===== src/verilog/sccf_pkg.sv =====
// shared constants and carriers for the smart card function config alias bank
package sccf_pkg;
	// register offsets, byte addresses in configuration space
	localparam logic [7:0] OFS_CLASS_REV = 8'h08;
	localparam logic [7:0] OFS_SUBSYS = 8'h2c;
	localparam logic [7:0] OFS_GEN_CTRL = 8'h4c;
	localparam logic [7:0] OFS_SUBSYS_ALIAS = 8'h50;
	localparam logic [7:0] OFS_CLASS_ALIAS = 8'h54;
	// general control field layout
	localparam int INT_SEL_LSB = 5;
	localparam int INT_SEL_W = 2;
	localparam int HIDE_BIT = 4;
	localparam logic [15:0] GEN_CTRL_WMASK = 16'h0070;
	localparam logic [15:0] GEN_CTRL_RST = 16'h0000;
	// subsystem alias halves
	localparam int BOARD_MAKER_LSB = 0;
	localparam int BOARD_PRODUCT_LSB = 16;
	// arbitrary neutral identity value, not any real maker or board
	localparam logic [31:0] SUBSYS_ALIAS_RST = 32'h0001_0001;
	// class code alias, low six bits read as zero
	localparam logic [31:0] CLASS_ALIAS_RST = 32'h0780_0000;
	localparam logic [31:0] CLASS_ALIAS_WMASK = 32'hffff_ffc0;
	// arbitrary neutral revision byte
	localparam logic [7:0] REVISION_ID = 8'h01;
	// interrupt pin codes
	localparam logic [7:0] INT_PIN_BASE = 8'h01;
	localparam int OVERRIDE_W = 4;

	// host configuration access
	typedef struct packed {
		logic wr;
		logic rd;
		logic [7:0] addr;
		logic [3:0] be;
		logic [31:0] wdata;
	} sccf_cfg_req_t;

	// serial eeprom loader write
	typedef struct packed {
		logic wr;
		logic [7:0] addr;
		logic [31:0] data;
	} sccf_ee_req_t;
endpackage


===== src/verilog/sccf_top.sv =====
// smart card function general control, subsystem alias and class alias registers
`timescale 1ns/10ps
`default_nettype none
module sccf_top #(
	parameter int OVR_W = sccf_pkg::OVERRIDE_W
) (
	input wire logic clk,
	input wire logic rst_n,
	input wire logic func_rst_n,
	input wire sccf_pkg::sccf_cfg_req_t cfg_req,
	input wire sccf_pkg::sccf_ee_req_t ee_req,
	input wire logic ee_done,
	input wire logic [OVR_W-1:0] interrupt_override_terminals,
	output logic [31:0] cfg_rdata,
	output logic cfg_rvalid,
	output logic [7:0] interrupt_pin_register,
	output logic function_hide,
	output logic pci_clk_en,
	output logic clk48_en,
	output logic [15:0] socket_config_mirror,
	output logic load_done
);
	// merges a write under byte enables and a writable-bit mask
	function automatic logic [31:0] merge(input logic [31:0] old, input logic [31:0] wd,
		input logic [3:0] be, input logic [31:0] wmask);
		logic [31:0] bm;
		bm = {{8{be[3]}}, {8{be[2]}}, {8{be[1]}}, {8{be[0]}}};
		merge = (old & ~(bm & wmask)) | (wd & bm & wmask);
	endfunction

	// address match for a write strobe; shared by the host and loader decode
	function automatic logic hit(input logic strobe, input logic [7:0] addr,
		input logic [7:0] ofs);
		hit = strobe && (addr == ofs);
	endfunction

	logic [15:0] gen_ctrl_q, gen_ctrl_d;
	logic [31:0] subsys_q, subsys_d;
	logic [31:0] class_q, class_d;
	logic [31:0] rdata_q, rdata_d;
	logic rvalid_q;
	logic [7:0] int_pin_q;
	logic hide_q;
	logic pci_en_q, clk48_en_q;
	logic [15:0] mirror_q;
	logic done_q;
	logic [7:0] pin_w;

	// eeprom writes take priority; host should not write before load completes,
	// since a host write in the same cycle as a loader write to one register is lost
	wire ee_gen = hit(ee_req.wr, ee_req.addr, sccf_pkg::OFS_GEN_CTRL);
	wire ee_sub = hit(ee_req.wr, ee_req.addr, sccf_pkg::OFS_SUBSYS_ALIAS);
	wire ee_cls = hit(ee_req.wr, ee_req.addr, sccf_pkg::OFS_CLASS_ALIAS);
	// host decode; no gating by hide so accesses land even while the function is hidden
	wire hw_gen = hit(cfg_req.wr, cfg_req.addr, sccf_pkg::OFS_GEN_CTRL);
	wire hw_sub = hit(cfg_req.wr, cfg_req.addr, sccf_pkg::OFS_SUBSYS_ALIAS);
	wire hw_cls = hit(cfg_req.wr, cfg_req.addr, sccf_pkg::OFS_CLASS_ALIAS);

	// live fields of the general control register
	wire [sccf_pkg::INT_SEL_W-1:0] int_sel_w =
		gen_ctrl_q[sccf_pkg::INT_SEL_LSB +: sccf_pkg::INT_SEL_W];
	wire hide_w = gen_ctrl_q[sccf_pkg::HIDE_BIT];

	// merged write values; read-only bits keep their zero contents
	wire [31:0] gen_wide = {16'h0000, gen_ctrl_q};
	wire [31:0] gen_ee = merge(gen_wide, ee_req.data, 4'hf, {16'h0000, sccf_pkg::GEN_CTRL_WMASK});
	wire [31:0] gen_hw = merge(gen_wide, cfg_req.wdata, cfg_req.be,
		{16'h0000, sccf_pkg::GEN_CTRL_WMASK});
	wire [31:0] sub_ee = ee_req.data;
	wire [31:0] sub_hw = merge(subsys_q, cfg_req.wdata, cfg_req.be, 32'hffff_ffff);
	wire [31:0] cls_ee = merge(class_q, ee_req.data, 4'hf, sccf_pkg::CLASS_ALIAS_WMASK);
	wire [31:0] cls_hw = merge(class_q, cfg_req.wdata, cfg_req.be,
		sccf_pkg::CLASS_ALIAS_WMASK);

	// next register values; only the masked bits ever change
	assign gen_ctrl_d = ee_gen ? gen_ee[15:0] : (hw_gen ? gen_hw[15:0] : gen_ctrl_q);
	assign subsys_d = ee_sub ? sub_ee : (hw_sub ? sub_hw : subsys_q);
	assign class_d = ee_cls ? cls_ee : (hw_cls ? cls_hw : class_q);

	// read mux; alias halves also show at the standard subsystem slot
	always_comb
	begin
		case (cfg_req.addr)
			sccf_pkg::OFS_GEN_CTRL: rdata_d = {16'h0000, gen_ctrl_q};
			sccf_pkg::OFS_SUBSYS_ALIAS: rdata_d = subsys_q;
			sccf_pkg::OFS_SUBSYS: rdata_d = {subsys_q[sccf_pkg::BOARD_PRODUCT_LSB +: 16],
				subsys_q[sccf_pkg::BOARD_MAKER_LSB +: 16]};
			sccf_pkg::OFS_CLASS_ALIAS: rdata_d = class_q;
			sccf_pkg::OFS_CLASS_REV: rdata_d = {class_q[31:8], sccf_pkg::REVISION_ID};
			default: rdata_d = 32'h0000_0000;
		endcase
	end

	// router is combinational; its answer is registered below so the pin leaves a flop
	sccf_int_route #(
		.OVR_W(OVR_W)
	) u_route (
		.int_sel(int_sel_w),
		.interrupt_override_terminals(interrupt_override_terminals),
		.interrupt_pin(pin_w)
	);

	// general control: global reset only, the function reset leaves it alone
	always_ff @(posedge clk)
	begin
		if (!rst_n)
			gen_ctrl_q <= sccf_pkg::GEN_CTRL_RST;
		else
			gen_ctrl_q <= gen_ctrl_d;
	end

	// subsystem alias: sticky as well, so a loaded identity survives power states
	always_ff @(posedge clk)
	begin
		if (!rst_n)
			subsys_q <= sccf_pkg::SUBSYS_ALIAS_RST;
		else
			subsys_q <= subsys_d;
	end

	// class alias: default class code until the loader or the host replaces it
	always_ff @(posedge clk)
	begin
		if (!rst_n)
			class_q <= sccf_pkg::CLASS_ALIAS_RST;
		else
			class_q <= class_d;
	end

	// load done is sticky; the loader only pulses its done flag
	always_ff @(posedge clk)
	begin
		if (!rst_n)
			done_q <= 1'b0;
		else
			done_q <= done_q | ee_done;
	end

	// read data holds its last value, so a slow host can still pick it up
	always_ff @(posedge clk)
	begin
		if (!rst_n || !func_rst_n)
			rdata_q <= 32'h0000_0000;
		else if (cfg_req.rd)
			rdata_q <= rdata_d;
	end

	// read valid is a one-cycle pulse; the function reset may drop a pending answer
	always_ff @(posedge clk)
	begin
		if (!rst_n || !func_rst_n)
			rvalid_q <= 1'b0;
		else
			rvalid_q <= cfg_req.rd;
	end

	// derived outputs lag the registers by one edge so every pin comes from a flop;
	// a read just after a write shows the new value on the same edge at which the pins take it,
	// since the read data also leaves a flop one edge after the registers
	always_ff @(posedge clk)
	begin
		if (!rst_n)
			int_pin_q <= sccf_pkg::INT_PIN_BASE;
		else
			int_pin_q <= pin_w;
	end

	// hide flag and both clock enables share one stage so they always switch together;
	// the enables stand in for gating cells, which must latch them on the low clock phase
	always_ff @(posedge clk)
	begin
		if (!rst_n)
		begin
			hide_q <= 1'b0;
			pci_en_q <= 1'b1;
			clk48_en_q <= 1'b1;
		end
		else
		begin
			hide_q <= hide_w;
			pci_en_q <= !hide_w;
			clk48_en_q <= !hide_w;
		end
	end

	// copy for the socket configuration register; reserved bits are zero already
	always_ff @(posedge clk)
	begin
		if (!rst_n)
			mirror_q <= sccf_pkg::GEN_CTRL_RST;
		else
			mirror_q <= gen_ctrl_q;
	end

	// every output is a plain copy of its flop
	assign cfg_rdata = rdata_q;
	assign cfg_rvalid = rvalid_q;
	assign interrupt_pin_register = int_pin_q;
	assign function_hide = hide_q;
	assign pci_clk_en = pci_en_q;
	assign clk48_en = clk48_en_q;
	assign socket_config_mirror = mirror_q;
	assign load_done = done_q;
endmodule
`default_nettype wire


===== src/verilog/sccf_int_route.sv =====
// interrupt pin selection from the select field and override terminals
`timescale 1ns/10ps
`default_nettype none
module sccf_int_route #(
	parameter int OVR_W = sccf_pkg::OVERRIDE_W
) (
	input wire logic [sccf_pkg::INT_SEL_W-1:0] int_sel,
	input wire logic [OVR_W-1:0] interrupt_override_terminals,
	output logic [7:0] interrupt_pin
);
	// any override wins; lowest asserted terminal decides the pin
	always_comb
	begin
		interrupt_pin = sccf_pkg::INT_PIN_BASE + {6'h00, int_sel};
		for (int i = OVR_W - 1; i >= 0; i--)
		begin
			if (interrupt_override_terminals[i])
				interrupt_pin = sccf_pkg::INT_PIN_BASE + 8'(i);
		end
	end
endmodule
`default_nettype wire


===== config.mk =====
export PLATFORM = sky130hd
export DESIGN_NAME = sccf_top
export DESIGN_NICKNAME = d
export VERILOG_FILES = /design/src/verilog/sccf_pkg.sv /design/src/verilog/sccf_top.sv /design/src/verilog/sccf_int_route.sv
export SDC_FILE = /design/constraint.sdc
export NUM_CORES = 1
export LEC_CHECK = 0
export ABC_AREA = 0
export BUFFER_PORTS_ARGS = -buffer_cell sky130_fd_sc_hd__buf_2
export CAP_MARGIN = 20
export CORE_UTILIZATION = 51
export DETAILED_ROUTE_END_ITERATION = 8
export GPL_TIMING_DRIVEN = 0
export PLACE_DENSITY = 0.86
export REMOVE_ABC_BUFFERS = 1
export SETUP_SLACK_MARGIN = 0.5
export SLEW_MARGIN = 40
export SYNTH_ARGS = -nofsm -noshare
export SYNTH_HDL_FRONTEND = slang
export SYNTH_SLANG_ARGS = --single-unit

===== constraint.sdc =====
create_clock -name clk -period 1.79 [get_ports clk]
set_input_delay 0.0895 -clock clk [delete_from_list [all_inputs] [get_ports clk]]
set_output_delay 0.0895 -clock clk [all_outputs]
set_load 0.05 [all_outputs]

* Word-level counts from Yosys, hierarchy flattened
Index checks and enable logic that the tools add are counted.
** Storage, ports and cells
- Register bits after elaboration :: 140
- ROM bits :: 0
- Bits in writable memories :: 0
- Output and inout bits :: 61
- Memories :: 0
- Bits in latches :: 0
** Cells by class
- Add/sub/neg operators :: 1
- Reduce and logical (&&, ||, !) cells :: 17
- $lt $le $gt $ge :: 0
- $mul :: 0
- Bitwise logic cells :: 14
- Divide/modulo/power cells :: 0
- Shift-type cells :: 0
- Equal/unequal tests :: 8
- Multiplexer cells :: 10
** Operators by type and width (number)
- $mux 32 :: 4
- $pmux 32 s4 :: 1
- $and 32x32->32 :: 3
- $not 32->32 :: 2
- $or 32x32->32 :: 2
- $eq 8x7->1 const B :: 6
- $mux 16 :: 2
- $or 16x7->16 :: 2
- $or 6x32->32 :: 1
- $and 16x16->16 :: 1
- $not 7->16 :: 1
- $eq 8x4->1 const B :: 1
- $eq 8x6->1 const B :: 1
- $logic_and 1x1->1 :: 6
- $reduce_bool 2->1 :: 3
- $reduce_or 5->1 :: 1
- $mux 2 :: 2
- $reduce_or 2->1 :: 2
- $reduce_or 4->1 :: 1
- $add 1x2->3 const A :: 1
- $logic_not 1->1 :: 3
- $mux 3 :: 1
- $logic_or 1x1->1 :: 1
- $not 1->1 :: 1
- $or 1x1->1 :: 1

* Longest topological paths before layout
- Word-level depth :: 5
- Mapped depth :: 7

* Cells and area by module
Synthesis repeated with hierarchy kept, for this count alone.
** Unflattened totals
- Cell total of the unflattened synthesis :: 537
- Area, all modules :: 4829.6 um2
** Modules (own cells, without submodules)
- sccf_top :: sequential area each 2142.1 um2, cells an instance 522, area an instance 4733.3 um2, instances 1
- sccf_int_route :: sequential area each 0.0 um2, cells an instance 15, area an instance 96.3 um2, instances 1

* Worst setup path after synthesis
Ideal clock, no wire load.
- Path type :: input-to-reg
- From :: input ee_req[39] (netlist name)
- To :: register (tool-made name)
- Setup time :: 0.122 ns
- Cell stages on the path :: 6
- Data arrival time :: 1.366 ns
- Required time :: 1.668 ns
- Path slack :: 0.302 ns
- Path through :: nand4bb_1 -> or4_1 -> clkbuf_1 -> clkbuf_1 -> o21ai_0 -> nor2_1
** RTL lines
- start, declared :: RTL line sccf_top.sv:11 : input wire sccf_pkg::sccf_ee_req_t ee_req,

==> impl_metrics.py <==
metrics = {
    "status": {
        "run_status": "finished, violations left",
        "violations": "hold timing",
    },
    "clock_tree": {
        "cts-htree-levels": 3,
        "cts-root-buf": "clkbuf_8",
        "worstSkewPairLatency_ns": 0.37,
        "clkSlewWorstSetupHoldPaths_ns": 0.10,
        "cts_buffer_depth": 2,
        "cts_sinks": 102,
        "numCtsBuffers": 9,
        "cts_tree": "done",
    },
    "power": {
        "internal_power_mw": 3.04,
        "pwr-share-comb_pct": 14.2,
        "p_clk_share_pct": 32.5,
        "switching_share_pct": 29.1,
        "vdd_drop_max_uv": 338,
        "power_frac_seq_pct": 53.2,
        "finalPower_mw": 4.29,
        "p_leak_nw": 2.80,
        "switchingPower_mw": 1.25,
        "powerDensity_nw_per_um2": 632,
    },
    "global_routing": {
        "grt.met1_usage_pct": 39.7,
        "grt_pass1_vias": 5054,
        "met2_usage_pct": 58.1,
        "grt.overflow.total": 0,
        "grt_util_met3_pct": 6.82,
        "grt_first_pass_wirelength_um": 25800,
        "grt_max_degree": 69,
        "antenna_found_initial": 0,
        "grt_usage_pct": 33.8,
        "busiest_layer": "met2",
    },
    "run": {
        "cap_viol_max_count": 0,
    },
    "hold_path": {
        "hp-class": "in -> reg",
        "min_from": "ee_req[31]",
    },
    "yosys": {
        "ys_types": 59,
        "synth-seq-cells": 102,
        "synthesis.area_um2": 4850,
        "ys.flop_type": "dfxtp_1",
        "netlist_instances": 568,
        "synth_enable_flop_cells": 0,
        "synthArstFlopShare_pct": 0,
        "yosysWarnings": 0,
        "synth_area_per_cell_um2": 8.54,
        "ys_seq_area_share_pct": 42.1,
    },
    "place": {
        "dpl_cell_area_um2": 5570,
        "place_inst": 795,
        "gp_congestion": 0.860,
        "hpwlAfterDp_um": 9270,
        "io_buffers": 137,
    },
    "sta": {
        "tns_ns": 0,
        "fmax_mhz": 686,
        "timing.hold.ws_ns": -0.0139,
        "final-hold-violation-count": 2,
        "post-route-period-util_pct": 81.4,
        "slew_viol_final": 0,
        "period_minus_slack_ns": 1.46,
        "fin_skew_ns": 0.0133,
        "max-slew-margin-rel_pct": 60.3,
        "tightest_slew_ns": 0.587,
        "grt_setup_unrepaired": "yes",
        "setup_viol": 0,
    },
    "floorplan": {
        "dieArea_um2": 9910,
        "boundaryPins": 156,
        "die_y_um": 99.5,
        "core-area_um2": 9240,
        "rows": 35,
        "die_width_um": 99.5,
        "initial_utilization_pct": 52.5,
    },
    "cells_and_area": {
        "layout_common_cells": "buf_2, dfxtp_1, o21ai_0, nand2_1",
        "stdcell_count": 880,
        "nets": 842,
        "drive_gt1_share_pct": 32.0,
        "diodes": 0,
        "fillCellCount": 668,
        "finish.instance_area_um2": 6790,
        "area_growth_pct": 39.9,
        "layout_commonest_cell": "buf_2",
    },
    "detailed_routing": {
        "via_per_inst": 6.30,
        "dr.first_iter.drc_count": 425,
        "via_count": 5545,
        "dr.pass1.iters": 5,
        "wl_um": 19000,
        "ant_nets": 0,
        "wl_per_cell_um": 21.6,
        "remaining_drc_errors": 0,
    },
    "setup_path": {
        "crit_arrival_ns": 1.70,
        "cp-end-kind": "register",
        "start_kind": "primary input",
        "worstPathMaxFanout": 6,
        "critical_path_class": "in -> reg",
        "startpoint": "cfg_req[36]",
        "cp.required_ns": 2.04,
    },
}
==> power groups by stage <==
| stage | clock network (mW) | logic, mW | registers [mW] |
|---|---|---|---|
| 3_5_place_dp | 0 | 0.436 | 2.33 |
| 2_1_floorplan | 0 | 0.186 | 2.36 |
| 3_3_place_gp | 0 | 0.405 | 2.33 |
| 4_1_cts | 1.38 | 0.531 | 2.28 |
| 6_report | 1.39 | 0.609 | 2.28 |
| 5_1_grt | 1.51 | 0.632 | 2.28 |
==> synthesized netlist by cell type (2+ instances only) <==
| library cell | count | area (µm²) |
|---|---|---|
| a41oi_1 | 13 | 114 |
| and4_1 | 2 | 17.5 |
| nand4_2 | 2 | 25.0 |
| and3_1 | 7 | 43.8 |
| nand4_1 | 4 | 25.0 |
| nor3b_2 | 2 | 25.0 |
| inv_1 | 15 | 56.3 |
| nand3_1 | 9 | 45.0 |
| dfxtp_1 | 102 | 2040 |
| buf_6 | 2 | 22.5 |
| mux2i_1 | 28 | 280 |
| nor4_1 | 2 | 12.5 |
| or4_4 | 2 | 22.5 |
| a311oi_1 | 13 | 114 |
| buf_1 | 2 | 7.51 |
| clkbuf_1 | 29 | 109 |
| a221oi_1 | 4 | 35.0 |
| nand2b_1 | 10 | 62.6 |
| nor3_1 | 3 | 15.0 |
| clkbuf_2 | 2 | 10.0 |
| o21ai_0 | 86 | 430 |
| o21ai_1 | 5 | 25.0 |
| buf_2 | 8 | 40.0 |
| a21oi_1 | 37 | 185 |
| nor2b_1 | 5 | 31.3 |
| a31oi_1 | 14 | 87.6 |
| buf_4 | 21 | 158 |
| nor4bb_1 | 2 | 20.0 |
| a22oi_1 | 27 | 203 |
| nand2_1 | 50 | 188 |
| and2_1 | 5 | 31.3 |
| nor2_1 | 28 | 105 |
==> final cells by class <==
| cell class | instances | area [µm²] | area share [%] |
|---|---|---|---|
| multi-input combinational | 412 | 2790 | 41.2 |
| clock buffer | 10 | 128 | 1.88 |
| clock inverter | 6 | 53.8 | 0.793 |
| timing repair buffer | 206 | 1550 | 22.8 |
| tap | 129 | 161 | 2.38 |
| inverter | 15 | 56.3 | 0.830 |
| sequential | 102 | 2040 | 30.1 |
==> logic make-up (layout without fill, tap and decap cells) <==
group                      count (synthesis)  after routing  synth area share, %
AOI/OAI and AO/OA                        208            213                 26.4
and+or+nand+nor                          148            151                 16.9
DFF                                      102            102                 42.1
buffers and inverters                     79            237                 8.31
muxes                                     28             28                 5.78
adders and majority gates                  1              1                0.258
other                                      1             18               0.0773
xor gates and xnor gates                   1              1                0.181
==> path summary, 6_finish.rpt <==
path | to | slack, ns | cells after the start
hold / removal | register | -0.01 | 3
setup / recovery | register | 0.33 | 6
setup reg to reg | interrupt_pin_register[0] | 0.47 | 4
hold reg to reg | cfg_rdata[15] | 0.46 | 2
==> critical path, stage by stage <==
cell and delay, ns:
buf_12 0.11, or4_4 0.61, nor4_4 0.33, buf_4 0.21, mux2i_1 0.24, a21oi_1 0.11
==> stage by stage <==
stage	setup slack [ns]	utilization (%)
floorplan	-0.163	-
global route	0.331	73.4
global placement	-1.35	58.6
CTS	0.447	69.3
finish	0.332	73.4
detailed placement	-0.341	60.3
==> layer usage <==
| layer | routed length, µm | up-vias | part of all wire [%] |
|---|---|---|---|
| met1 | 6990 | 2560 | 37 |
| li1 | - | 2439 | - |
| met5 | 0 | - | 0 |
| met3 | 1990 | 103 | 10 |
| met2 | 8860 | 443 | 47 |
| met4 | 1140 | 0 | 6.0 |
==> timing repair <==
item,in CTS,in global routing
resized for setup,24,74
cloned,7,7
endpoints found under the hold margin,25,1
buffers inserted,18,10
pin swaps,15,22
setup endpoints to repair,93,86
hold buffers,26,1
(Power assumes the default switching activity.)
